==> config.mk <==
export PLATFORM = sky130hd
export DESIGN_NAME = aca_regs
export DESIGN_NICKNAME = d
export VERILOG_FILES = /design/src/hw/aca_pkg.sv /design/src/hw/aca_crc8.sv /design/src/hw/aca_regs.sv
export VERILOG_INCLUDE_DIRS = /design/src /design/src/hw
export SDC_FILE = /design/constraint.sdc
export NUM_CORES = 1
export LEC_CHECK = 0
export BUFFER_PORTS_ARGS = -buffer_cell sky130_fd_sc_hd__buf_2
export CAP_MARGIN = 20
export CORE_MARGIN = 8
export CORE_UTILIZATION = 35
export CTS_BUF_LIST = sky130_fd_sc_hd__clkbuf_16
export DETAILED_ROUTE_END_ITERATION = 10
export SYNTH_ARGS = -nofsm -noshare
export SYNTH_HDL_FRONTEND = slang
export SYNTH_SLANG_ARGS = --single-unit
==> constraint.sdc <==
create_clock -name mclk_i -period 2.7 [get_ports mclk_i]
set_input_delay 0 -clock mclk_i [delete_from_list [all_inputs] [get_ports mclk_i]]
set_output_delay 0 -clock mclk_i [all_outputs]
set_load 0.01 [all_outputs]
==> src/hw/aca_map.svh <==
// Address map, field positions, reset values and fixed figures of the config array.
// Assumes 8-bit register addresses and 8-bit register data.
`ifndef ACA_MAP_SVH
`define ACA_MAP_SVH

`define ACA_ADDR_W          8
`define ACA_DATA_W          8

`define ACA_ADDR_SN_LO      8'h00
`define ACA_ADDR_SN_HI      8'h01
`define ACA_ADDR_PART_NUM   8'h05
`define ACA_ADDR_FCT_CFG_X  8'h06
`define ACA_ADDR_FCT_CFG_Y  8'h07
`define ACA_ADDR_DEV_CTL    8'h10
`define ACA_ADDR_DEV_CFG    8'h11

`define ACA_CTL_KEY_HI_BIT  7
`define ACA_CTL_KEY_LO_BIT  6

`define ACA_CFG_LOCK_BIT    5
`define ACA_CFG_UFMT_BIT    4
`define ACA_CFG_OFFSET_MONITOR_ENABLE_BIT   3
`define ACA_CFG_ARM_MSB     2
`define ACA_CFG_ARM_LSB     0
`define ACA_CFG_WMASK       8'h3F
`define ACA_CFG_RESET       8'h00

`define ACA_STMAG_BIT       0
`define ACA_SERIAL_W        13

`define ACA_ACCEL_W         10
`define ACA_ZERO_G_UNSIGNED 10'h200

`define ACA_CRC_POLY        8'h2F
`define ACA_CRC_INIT        8'hFF

`endif

==> src/hw/aca_pkg.sv <==
// Types shared by the config array design.
// Assumes aca_map.svh supplies all numeric constants.
package aca_pkg;

  typedef enum logic [1:0] {
    ACA_SEQ_IDLE = 2'b00,
    ACA_SEQ_GOT1 = 2'b01,
    ACA_SEQ_GOT2 = 2'b10
  } aca_seq_t;

endpackage : aca_pkg

==> src/hw/aca_crc8.sv <==
// Combinational CRC-8 over a parameterised data vector, MSB first.
// Assumes the caller registers the result where timing requires.
`include "aca_map.svh"
`timescale 1ns/10ps
`default_nettype none

module aca_crc8 #(
  parameter int DATA_W = 8
) (
  input  wire logic [DATA_W-1:0] data_i,
  output logic      [7:0]        crc_o
);

  if (DATA_W < 1) begin : g_chk
    $error("aca_crc8: DATA_W must be at least 1");
  end

  function automatic logic [7:0] crc_calc(input logic [DATA_W-1:0] d);
    logic [7:0] c;
    c = `ACA_CRC_INIT;
    for (int i = DATA_W - 1; i >= 0; i--) begin
      if (c[7] ^ d[i]) begin
        c = {c[6:0], 1'b0} ^ `ACA_CRC_POLY;
      end else begin
        c = {c[6:0], 1'b0};
      end
    end
    return c;
  endfunction : crc_calc

  always_comb begin
    crc_o = crc_calc(data_i);
  end

endmodule : aca_crc8

`default_nettype wire

==> src/hw/aca_regs.sv <==
// Customer data array: OTP shadow view, control and configuration registers, key reset.
// Assumes a same-clock SPI front end that presents one decoded command per valid pulse.
//
// Summary of operation
// - Three consecutive key writes cause digital reset.
// - Keys must be back-to-back, ordered, else no reset.
// - Write response shows both key bits zero.
// - Reads return zero keys and abort sequence.
// - Control register writable before and after lock.
// - Configuration writable only before lock; CRC covered.
// - Lock blocks all writes except control register.
// - Lock stays set until device reset.
// - Writable CRC check runs only while locked.
// - Format bit one gives unsigned, zero at 512.
// - Format bit zero gives signed, zero at 0.
// - Offset monitor enable follows its bit.
// - Three-bit field selects arming pin mode.
// - Read-only 13-bit serial number from OTP.
// - Serial number included in OTP CRC.
// - OTP and writable blocks have independent CRCs.
// - Reserved registers read-only, no effect.
// - Factory bits report low/high self-test magnitude.
// - Part number register read-only, no effect.
`include "aca_map.svh"
`timescale 1ns/10ps
`default_nettype none

module aca_regs #(
  parameter logic [1:0] KEY_STEP1 = 2'h0,
  parameter logic [1:0] KEY_STEP2 = 2'h1,
  parameter logic [1:0] KEY_STEP3 = 2'h2
) (
  input  wire logic                      mclk_i,
  input  wire logic                      reset_n_i,
  input  wire logic                      cmd_valid_i,
  input  wire logic                      cmd_write_i,
  input  wire logic [`ACA_ADDR_W-1:0]    cmd_addr_i,
  input  wire logic [`ACA_DATA_W-1:0]    cmd_wdata_i,
  output logic                           resp_valid_o,
  output logic      [`ACA_DATA_W-1:0]    resp_data_o,
  input  wire logic [`ACA_SERIAL_W-1:0]  otp_serial_i,
  input  wire logic                      otp_selftest_magnitude_x_i,
  input  wire logic                      otp_selftest_magnitude_y_i,
  input  wire logic [7:0]                otp_part_number_i,
  input  wire logic [7:0]                otp_crc_i,
  input  wire logic                      accel_valid_i,
  input  wire logic [`ACA_ACCEL_W-1:0]   accel_raw_i,
  output logic      [`ACA_ACCEL_W-1:0]   accel_data_o,
  output logic                           digital_reset_o,
  output logic                           init_done_lock_o,
  output logic                           unsigned_format_select_o,
  output logic                           offset_monitor_enable_o,
  output logic      [2:0]                arm_output_mode_o,
  output logic                           writable_crc_check_en_o,
  output logic                           writable_crc_error_o,
  output logic                           otp_crc_error_o
);

  if (KEY_STEP1 == KEY_STEP2 || KEY_STEP2 == KEY_STEP3) begin : g_chk
    $error("aca_regs: adjacent key values must differ");
  end

  // Internal reset: pin or completed key sequence
  logic rst;
  logic soft_rst;
  assign rst = !reset_n_i || soft_rst;

  // Command decode
  logic              ctl_wr;
  logic              cfg_wr;
  logic [1:0]        key;
  assign ctl_wr = cmd_valid_i && cmd_write_i && (cmd_addr_i == `ACA_ADDR_DEV_CTL);
  assign cfg_wr = cmd_valid_i && cmd_write_i && (cmd_addr_i == `ACA_ADDR_DEV_CFG);
  assign key    = cmd_wdata_i[`ACA_CTL_KEY_HI_BIT:`ACA_CTL_KEY_LO_BIT];

  // Key sequencer
  aca_pkg::aca_seq_t seq;
  aca_pkg::aca_seq_t next_seq;
  logic              next_soft_rst;

  always_comb begin
    next_seq      = seq;
    next_soft_rst = 1'b0;
    if (cmd_valid_i) begin
      // A first-key write restarts at step one, unless in step three it also matches KEY_STEP3
      next_seq = (ctl_wr && key == KEY_STEP1) ? aca_pkg::ACA_SEQ_GOT1 : aca_pkg::ACA_SEQ_IDLE;
      case (seq)
        aca_pkg::ACA_SEQ_IDLE: begin
        end
        aca_pkg::ACA_SEQ_GOT1: begin
          if (ctl_wr && key == KEY_STEP2) begin
            next_seq = aca_pkg::ACA_SEQ_GOT2;
          end
        end
        aca_pkg::ACA_SEQ_GOT2: begin
          if (ctl_wr && key == KEY_STEP3) begin
            next_seq      = aca_pkg::ACA_SEQ_IDLE;
            next_soft_rst = 1'b1;
          end
        end
        default: begin
          next_seq = aca_pkg::ACA_SEQ_IDLE;
        end
      endcase
    end
  end

  always_ff @(posedge mclk_i) begin
    if (rst) begin
      seq <= aca_pkg::ACA_SEQ_IDLE;
    end else begin
      seq <= next_seq;
    end
  end

  // Pulse clears itself on the next edge through its own !soft_rst term
  always_ff @(posedge mclk_i) begin
    if (!reset_n_i) begin
      soft_rst <= 1'b0;
    end else begin
      soft_rst <= next_soft_rst && !soft_rst;
    end
  end

  assign digital_reset_o = soft_rst;

  // Configuration register; control register holds no state of its own
  logic [7:0] cfg;
  logic [7:0] next_cfg;
  logic       lock;
  assign lock = cfg[`ACA_CFG_LOCK_BIT];

  always_comb begin
    next_cfg = cfg;
    // Control writes never touch configuration, locked or not
    if (cfg_wr && !lock) begin
      next_cfg = cmd_wdata_i & `ACA_CFG_WMASK;
    end
    // Lock only ever sets here
    next_cfg[`ACA_CFG_LOCK_BIT] = next_cfg[`ACA_CFG_LOCK_BIT] || lock;
  end

  always_ff @(posedge mclk_i) begin
    if (rst) begin
      cfg <= `ACA_CFG_RESET;
    end else begin
      cfg <= next_cfg;
    end
  end

  assign init_done_lock_o         = lock;
  assign unsigned_format_select_o = cfg[`ACA_CFG_UFMT_BIT];
  assign offset_monitor_enable_o  = cfg[`ACA_CFG_OFFSET_MONITOR_ENABLE_BIT];
  assign arm_output_mode_o        = cfg[`ACA_CFG_ARM_MSB:`ACA_CFG_ARM_LSB];
  assign writable_crc_check_en_o  = lock;

  // Independent CRC circuits
  logic [7:0] wr_crc_now;
  logic [7:0] wr_crc_next;
  logic [7:0] otp_crc_now;

  aca_crc8 #(
    .DATA_W (8)
  ) u_wr_crc (
    .data_i (cfg),
    .crc_o  (wr_crc_now)
  );

  // Reference follows the value being stored, so the locking write itself matches
  aca_crc8 #(
    .DATA_W (8)
  ) u_wr_crc_next (
    .data_i (next_cfg),
    .crc_o  (wr_crc_next)
  );

  aca_crc8 #(
    .DATA_W (24)
  ) u_otp_crc (
    .data_i ({1'b0, otp_selftest_magnitude_x_i, otp_selftest_magnitude_y_i, otp_serial_i, otp_part_number_i[7:0]} >> 0),
    .crc_o  (otp_crc_now)
  );

  // Reference taken at the moment the lock sets; later upsets show as mismatch
  logic [7:0] wr_crc_ref;
  logic [7:0] next_wr_crc_ref;
  logic       next_wr_crc_err;
  logic       next_otp_crc_err;

  always_comb begin
    next_wr_crc_ref  = wr_crc_ref;
    next_wr_crc_err  = writable_crc_error_o;
    next_otp_crc_err = (otp_crc_now != otp_crc_i);
    if (!lock) begin
      next_wr_crc_ref = wr_crc_next;
    end else if (wr_crc_now != wr_crc_ref) begin
      next_wr_crc_err = 1'b1;
    end
  end

  always_ff @(posedge mclk_i) begin
    if (rst) begin
      wr_crc_ref           <= 8'h00;
      writable_crc_error_o <= 1'b0;
      otp_crc_error_o      <= 1'b0;
    end else begin
      wr_crc_ref           <= next_wr_crc_ref;
      writable_crc_error_o <= next_wr_crc_err;
      otp_crc_error_o      <= next_otp_crc_err;
    end
  end

  // Read view; anything not listed reads zero and stores nothing
  function automatic logic [7:0] read_reg(input logic [`ACA_ADDR_W-1:0] a);
    logic [7:0] v;
    v = 8'h00;
    case (a)
      `ACA_ADDR_SN_LO:     v = otp_serial_i[7:0];
      `ACA_ADDR_SN_HI:     v = {3'h0, otp_serial_i[12:8]};
      `ACA_ADDR_PART_NUM:  v = otp_part_number_i;
      `ACA_ADDR_FCT_CFG_X: v[`ACA_STMAG_BIT] = otp_selftest_magnitude_x_i;
      `ACA_ADDR_FCT_CFG_Y: v[`ACA_STMAG_BIT] = otp_selftest_magnitude_y_i;
      `ACA_ADDR_DEV_CTL:   v = 8'h00;
      `ACA_ADDR_DEV_CFG:   v = cfg;
      default:             v = 8'h00;
    endcase
    return v;
  endfunction : read_reg

  // Response and data formatting
  logic [7:0]              next_resp_data;
  logic [`ACA_ACCEL_W-1:0] next_accel;

  always_comb begin
    next_resp_data = cmd_valid_i ? read_reg(cmd_addr_i) : resp_data_o;
    next_accel     = accel_data_o;
    if (accel_valid_i) begin
      // Offset of 512 is an MSB flip in ten bits
      next_accel = unsigned_format_select_o
                   ? `ACA_ACCEL_W'(accel_raw_i + `ACA_ZERO_G_UNSIGNED)
                   : accel_raw_i;
    end
  end

  always_ff @(posedge mclk_i) begin
    if (rst) begin
      resp_valid_o <= 1'b0;
      resp_data_o  <= 8'h00;
      accel_data_o <= '0;
    end else begin
      resp_valid_o <= cmd_valid_i;
      resp_data_o  <= next_resp_data;
      accel_data_o <= next_accel;
    end
  end

  // Checks
  a_key_reset_fires: assert property (@(posedge mclk_i) disable iff (rst)
    (seq == aca_pkg::ACA_SEQ_GOT2 && ctl_wr && key == KEY_STEP3) |=> digital_reset_o)
    else $error("third key write did not reset");

  a_seq_breaks: assert property (@(posedge mclk_i) disable iff (rst)
    (seq == aca_pkg::ACA_SEQ_GOT1 && cmd_valid_i && !(ctl_wr && key == KEY_STEP2))
    |=> seq != aca_pkg::ACA_SEQ_GOT2 ##1 !digital_reset_o)
    else $error("sequence advanced on wrong command");

  a_resp_key_zero: assert property (@(posedge mclk_i) disable iff (rst)
    (cmd_valid_i && cmd_addr_i == `ACA_ADDR_DEV_CTL) |=> resp_valid_o && resp_data_o[7:6] == 2'b00)
    else $error("key bits not zero in response");

  a_read_aborts: assert property (@(posedge mclk_i) disable iff (rst)
    (cmd_valid_i && !cmd_write_i) |=> seq == aca_pkg::ACA_SEQ_IDLE)
    else $error("read did not abort sequence");

  a_cfg_locked: assert property (@(posedge mclk_i) disable iff (rst)
    (lock && !soft_rst) |=> $stable(cfg))
    else $error("configuration changed while locked");

  a_cfg_write: assert property (@(posedge mclk_i) disable iff (rst)
    (cfg_wr && !lock) |=> arm_output_mode_o == $past(cmd_wdata_i[2:0])
                          && offset_monitor_enable_o == $past(cmd_wdata_i[3]))
    else $error("unlocked configuration write lost");

  a_lock_sticky: assert property (@(posedge mclk_i) disable iff (rst)
    init_done_lock_o |=> init_done_lock_o)
    else $error("lock cleared without reset");

  a_crc_gated: assert property (@(posedge mclk_i) disable iff (rst)
    writable_crc_error_o |-> writable_crc_check_en_o)
    else $error("writable crc error while unlocked");

  a_fmt_unsigned: assert property (@(posedge mclk_i) disable iff (rst)
    (accel_valid_i && unsigned_format_select_o)
    |=> accel_data_o == ($past(accel_raw_i) ^ `ACA_ZERO_G_UNSIGNED))
    else $error("unsigned format wrong");

  a_fmt_signed: assert property (@(posedge mclk_i) disable iff (rst)
    (accel_valid_i && !unsigned_format_select_o) |=> accel_data_o == $past(accel_raw_i))
    else $error("signed format wrong");

endmodule : aca_regs

`default_nettype wire
# After elaboration in Yosys (flattened, before gate mapping)
# Index checks and enable logic that the tools add are counted.
dict set report totals {
  ff_bits 40
  input_bits 62
  out_inout_bits 29
  word_cells 161
}
dict set report op_classes {
  addsub 1
  n_eq_ne 12
  n_mux 50
  bitwise 72
  reduce_logical 17
}
# op n
set op_table {}
lappend op_table {{6-bit two-way mux} 39}
lappend op_table {{5-bit NOT} 36}
lappend op_table {{1-bit XOR} 30}
lappend op_table {{7-bit case mux with 4 select lines} 1}
lappend op_table {{8-bit by 3-bit == test with 1-bit output, second input constant} 3}
lappend op_table {{8-bit by 5-bit == test with 1-bit output, second input constant} 2}
lappend op_table {{8-bit != test} 2}
lappend op_table {{10-bit adder, second input constant} 1}
lappend op_table {{10-bit two-way mux} 1}
lappend op_table {{8-bit by 1-bit == test with 1-bit output, second input constant} 1}
lappend op_table {{1-bit logical AND} 8}
lappend op_table {{8-bit zero test} 1}
lappend op_table {{8-bit two-way mux} 1}
lappend op_table {{1-bit case mux with 6 select lines} 1}
lappend op_table {{2-bit case mux with 3 select lines} 1}
lappend op_table {{1-bit XOR, first input constant} 6}
lappend op_table {{1-bit two-way mux} 5}
lappend op_table {{2-bit by 1-bit == test with 1-bit output, second input constant} 2}
lappend op_table {{2-bit == test, second input constant} 2}
lappend op_table {{2-bit zero test} 2}
lappend op_table {{1-bit zero test} 3}
lappend op_table {{1-bit logical OR} 2}
lappend op_table {{2-bit two-way mux} 1}
lappend op_table {{2-bit AND reduction} 1}

# Logic depth before layout (Yosys ltp)
dict set report logic_depth {
  word_depth 46
  mapped_depth 9
  ltp_nobuf 8
}

# Cells and area by module
# Synthesis repeated with hierarchy kept, for this count alone.
dict set report hier_totals {
  hier_cells 312
  area_unflattened_um2 3150.5
}
# module instances cells_per_inst area_each_um2
set by_module_without_submodules {}
lappend by_module_without_submodules {aca_regs 1 214 1988.2}
lappend by_module_without_submodules {{aca_crc8 (u_otp_crc)} 1 58 797.0}
lappend by_module_without_submodules {{aca_crc8 (u_wr_crc ...)} 2 20 182.7}

# Worst setup path after synthesis
# OpenSTA, ideal clock, no wires.
dict set report synth_path {
  path_kind {input-to-reg}
  startpoint {in otp_serial_i[12]}
  endpoint {reg otp_crc_error_o}
  setup_time_ns 0.132
  arrival_time_ns 2.204
  t_required_ns 2.568
  path_slack_ns 0.364
  stages 9
  cell_sequence {buf_2 xnor3_2 xor2_1 xnor3_1 xor3_2 xnor2_1 or3_1 a22oi_2 a21oi_1}
}
dict set report synth_between {
  elab_chain_len 32
  word_cells_on_any_way 60
  classes_between {eq/ne: 1; mux: 21; bitwise: 38}
}
# item line_no
set synth_lines {}
lappend synth_lines {{start, declared} aca_regs.sv:41} ;# input wire logic [`ACA_SERIAL_W-1:0] otp_serial_i,
lappend synth_lines {{1-bit XOR (*)} aca_crc8.sv:22} ;# if (c[7] ^ d[i]) begin
lappend synth_lines {{6-bit two-way mux (*)} aca_crc8.sv:22}
lappend synth_lines {{5-bit NOT (no line)} n/a}
lappend synth_lines {{6-bit two-way mux} aca_crc8.sv:22}
lappend synth_lines {{5-bit NOT (no line)} n/a}
lappend synth_lines {{6-bit two-way mux} aca_crc8.sv:22}
lappend synth_lines {{5-bit NOT (no line) / 6-bit two-way mux (equally long branches)} n/a}
lappend synth_lines {{6-bit two-way mux / 5-bit NOT (equally long branches)} n/a}
lappend synth_lines {{(+16 left out)} n/a}
lappend synth_lines {{5-bit NOT (no line)} n/a}
lappend synth_lines {{6-bit two-way mux} aca_crc8.sv:22}
lappend synth_lines {{5-bit NOT (no line)} n/a}
lappend synth_lines {{6-bit two-way mux} aca_crc8.sv:22}
lappend synth_lines {{5-bit NOT (no line) / 6-bit two-way mux (equally long branches)} n/a}
lappend synth_lines {{6-bit two-way mux / 5-bit NOT (equally long branches)} n/a}
lappend synth_lines {{6-bit two-way mux} aca_crc8.sv:22}
lappend synth_lines {{8-bit != test (*)} aca_regs.sv:193} ;# next_otp_crc_err = (otp_crc_now != otp_crc_i);
lappend synth_lines {{end signal, assigned} aca_regs.sv:209} ;# otp_crc_error_o <= next_otp_crc_err;
lappend synth_lines {{end, declared} aca_regs.sv:56} ;# output logic otp_crc_error_o
# Every way passes the cells marked *; elsewhere a longest branch is shown, timed or not.
# A chain may end at the register's enable or synchronous reset.

# Worst setup path in the final report
dict set report layout_path {
  startpoint {in cmd_valid_i}
  endpoint {reg wr_crc_ref[5]}
}
dict set report layout_between {
  elab_chain_len 16
  word_cells_on_any_way 25
  classes_between {mux: 9; bitwise: 12; reduce/logical: 4}
}
# item line_no
set layout_lines {}
lappend layout_lines {{start, declared} aca_regs.sv:35} ;# input wire logic cmd_valid_i,
lappend layout_lines {{1-bit logical AND (*) (2 in series)} aca_regs.sv:73} ;# assign cfg_wr = cmd_valid_i && cmd_write_i && (cmd_addr_i == `ACA_ADDR_DEV_CFG);
lappend layout_lines {{1-bit logical AND (*)} aca_regs.sv:136} ;# if (cfg_wr && !lock) begin
lappend layout_lines {{8-bit two-way mux (*)} aca_regs.sv:136}
lappend layout_lines {{1-bit logical OR} aca_regs.sv:140} ;# next_cfg[`ACA_CFG_LOCK_BIT] = next_cfg[`ACA_CFG_LOCK_BIT] || lock;
lappend layout_lines {{1-bit XOR} aca_crc8.sv:22}
lappend layout_lines {{6-bit two-way mux} aca_crc8.sv:22}
lappend layout_lines {{5-bit NOT (no line)} n/a}
lappend layout_lines {{6-bit two-way mux} aca_crc8.sv:22}
lappend layout_lines {{5-bit NOT (no line)} n/a}
lappend layout_lines {{6-bit two-way mux} aca_crc8.sv:22}
lappend layout_lines {{5-bit NOT (no line)} n/a}
lappend layout_lines {{6-bit two-way mux (2 in series)} aca_crc8.sv:22}
lappend layout_lines {{5-bit NOT (no line)} n/a}
lappend layout_lines {{6-bit two-way mux (*)} aca_crc8.sv:22}
lappend layout_lines {{end signal, assigned} aca_regs.sv:207} ;# wr_crc_ref <= next_wr_crc_ref;
lappend layout_lines {{end, declared} aca_regs.sv:185} ;# logic [7:0] wr_crc_ref;
# Marks and branches as above.

==> run metrics <==
proportion of synthesized chip area in sequential cells 25.5%; die span in y 111 microns; arrival time of the worst setup path about 2.5 ns; origin of the worst setup path cmd_valid_i; htree depth 2; library cell with the highest instance count after synthesis xnor2_1; number of enable-type register cells in the synthesized netlist 0; number of nets in the layout just under 500; initial antenna violation count 0; number of filler instances in the final layout 825; worst hold margin 0.00640 ns; Detail Placement HPWL a little over 7 mm; count of routing violations after the opening detailed-route iteration 193; Syn Std Cell Area between 0.003 and 0.004 sq mm; global-route usage over all layers 13.6%; top cells by area, synth dfxtp_1, xnor2_1, xnor3_1, mux2i_1, xor2_1; post-route design area 0.00399 sq mm; detailed-routing iteration count for the pre-antenna-repair pass 4; maximum number of pins on one net before global-route repair 18; grt met3 use about 3.8%; Power Dens Cells 645 mW/mm^2; register clock-pin slew on the reported worst setup and hold paths 0.06 ns; signed area change from the synthesized netlist to the final layout 26.9%; insertion delay to the later sink of the worst-skew pair about 0.28 ns; I/O pin count 91; Syn Area/Cell around 9.4 sq um; power dissipated by switching net loads ~0.8 mW; most used standard cells in the synthesized netlist xnor2_1, dfxtp_1, nor2_1, mux2i_1, xor2_1; P_leak 1.96 nW; vias in the first global route ~2700; layout cell share with drive strength beyond 1 between 20% and 30%; path class of the lowest-slack min-delay path in2reg; net count after synthesis slightly below 400; met1 usage in global routing about 17%; maximum buffer depth of the clock tree 2; Net Sw Frac between 30% and 40%; Worst setup EP type flop; path type of the worst setup path in2reg; final clock period utilization by the worst path between 80% and 90%; skew final about 0.0041 ns; post-CTS setup repair buffer count 0; result of the run complete, no violations; proportion of netlist area held by the largest area contributor approximately a quarter; dpl cells between 500 and 600; CTS tree built; dominant register cell in the synthesized netlist dfxtp_1; setup slack, reg-to-reg about 0.5 ns; Slew HR a little under three fifths; first-pass GRT wire length between 10 and 15 mm; antenna cell count 0; number of warnings issued by yosys 0; Worst R2R Start cfg[5]$_SDFF_PP0_; Residual DRC 0; register share of total power between 20% and 30%; CTS Root Cell clkbuf_16; final cell utilization of the core a little under half; highest fanout seen on the critical path 17; crit start category input port; part of the total power dissipated in the clock network about a quarter; global placement routability congestion 0.849; max-cap violation count 0; overall routed net length 8.59 mm; setup violators final 0; number of distinct library cells after synthesis just over 50; horizontal die dimension 111 microns; internal power around 1.8 mW; via density per instance about 5.0; Buffers on Ports 90; #FFs+latches synth 40; required time reported for the critical path endpoint slightly below 3 ns; Detail Route Antenna Nets 0; Hold Vio Cnt, Final 0; combinational share of power 50.0%; layer with the highest usage after global routing met2; peak supply drop around 940 uV; minimum period implied by the final worst setup slack around 2.3 ns; Post-Place Cell Area ~0.0037 sq mm; maximum clock rate between 400 and 500 MHz; total number of placement rows 34; count of final max-slew check failures 0; biggest area consumer among synthesized cells dfxtp_1; vias after detailed routing around 2700; core box area roughly 0.0087 sq mm; final standard cell count with taps included and fillers excluded about 540; Worst Tran Pin Value ~0.65 ns; Avg WL per Cell ~16 microns; RSZ-0062 raised after global routing no; Async S/R FF share, synth 0%; overall die area between 0.01 and 0.015 sq mm; effective utilization at floorplan between 30% and 40%; cts bufs inserted 5; met2 GRT Util between 20% and 30%; GRT Residual Overflow 0; Cells after Synth 335; worst hold start cmd_wdata_i[1]; clock sink count 40; total negative slack for setup checks 0 ns
## final cells by class
cell class | count | area, sq um | area share [%]
inverters | 3 | 11.3 | 0.282
clock inverters | 3 | 47.5 | 1.19
repair buffers | 113 | 656 | 16.4
well taps | 108 | 135 | 3.38
multi-input cells | 266 | 2220 | 55.5
flip-flops and latches | 40 | 801 | 20.1
clock buffers | 5 | 125 | 3.13
## worst paths after layout
path / endpoint / cells after the start
setup / recovery: wr_crc_ref[5]$_SDFFE_PP0N_ / 10
hold / removal: cfg[1]$_SDFF_PP0_ / 3
setup reg to reg: wr_crc_ref[3]$_SDFFE_PP0N_ / 7
hold reg to reg: wr_crc_ref[0]$_SDFFE_PP0N_ / 2
## power groups by stage
stage / logic (mW) / clock network [mW] / registers (mW)
floorplan: 1.06 / 0 / 0.630
global placement: 1.27 / 0 / 0.624
detailed placement: 1.29 / 0 / 0.624
CTS: 1.31 / 0.695 / 0.611
global route: 1.41 / 0.720 / 0.612
finish: 1.29 / 0.677 / 0.611
## flip-flops by register name, indices dropped and copies added, names as in the netlist
register,flops
cfg,8
digital_reset_o,1
seq,2
writable_crc_error_o,1
wr_crc_ref,8
otp_crc_error_o,1
resp_data_o,8
accel_data_o,10
resp_valid_o,1
## stage by stage
step                power [mW]  setup WS [ns]
CTS                       2.61          0.369
finish                    2.58          0.382
global route              2.74          0.115
floorplan                 1.69          0.364
detailed placement        1.92         0.0745
global placement          1.89          0.156
## worst max-delay path, stage by stage
cell	delay [ns]
dlygate4sd3_1	0.53
buf_2	0.15
and2_1	0.25
nand4_1	0.11
buf_4	0.22
o21ai_0	0.34
xor2_1	0.39
xnor2_1	0.14
xnor2_1	0.14
a211oi_1	0.23
## cells in the final DEF, fill, tap and decap left out, types with 5 or more instances in the layout
master	Yosys	routed
buf_2	3	90
xnor2_1	46	46
dfxtp_1	40	40
nor2_1	37	37
xor2_1	25	25
mux2i_1	25	25
nand2_1	17	17
a22oi_1	16	16
xnor3_1	15	15
dlygate4sd3_1	0	13
o21ai_0	12	12
buf_4	4	10
a21oi_1	8	8
nand3_1	6	6
and3_1	5	5
nor3_1	5	5
clkbuf_16	0	5
## metal layers
metal	routed length, microns	up-vias
met5	0	-
met4	104	0
met3	648	8
met2	3870	95
met1	3970	1229
li1	-	1344
## kinds of logic after synthesis
| logic type | share of synthesized area [%] |
|---|---|
| xor+xnor | 36.3 |
| buf+inv | 4.06 |
| simple gates | 14.7 |
| mux | 8.31 |
| compound gates | 11.2 |
| flops | 25.5 |
## what timing repair did
item                       in CTS  in global routing
setup endpoints to repair       0                  0
resized for setup               0                  0
hold buffers                   13                  0
hold endpoints to repair       12                  0
Power figures use the tool's default switching activity.
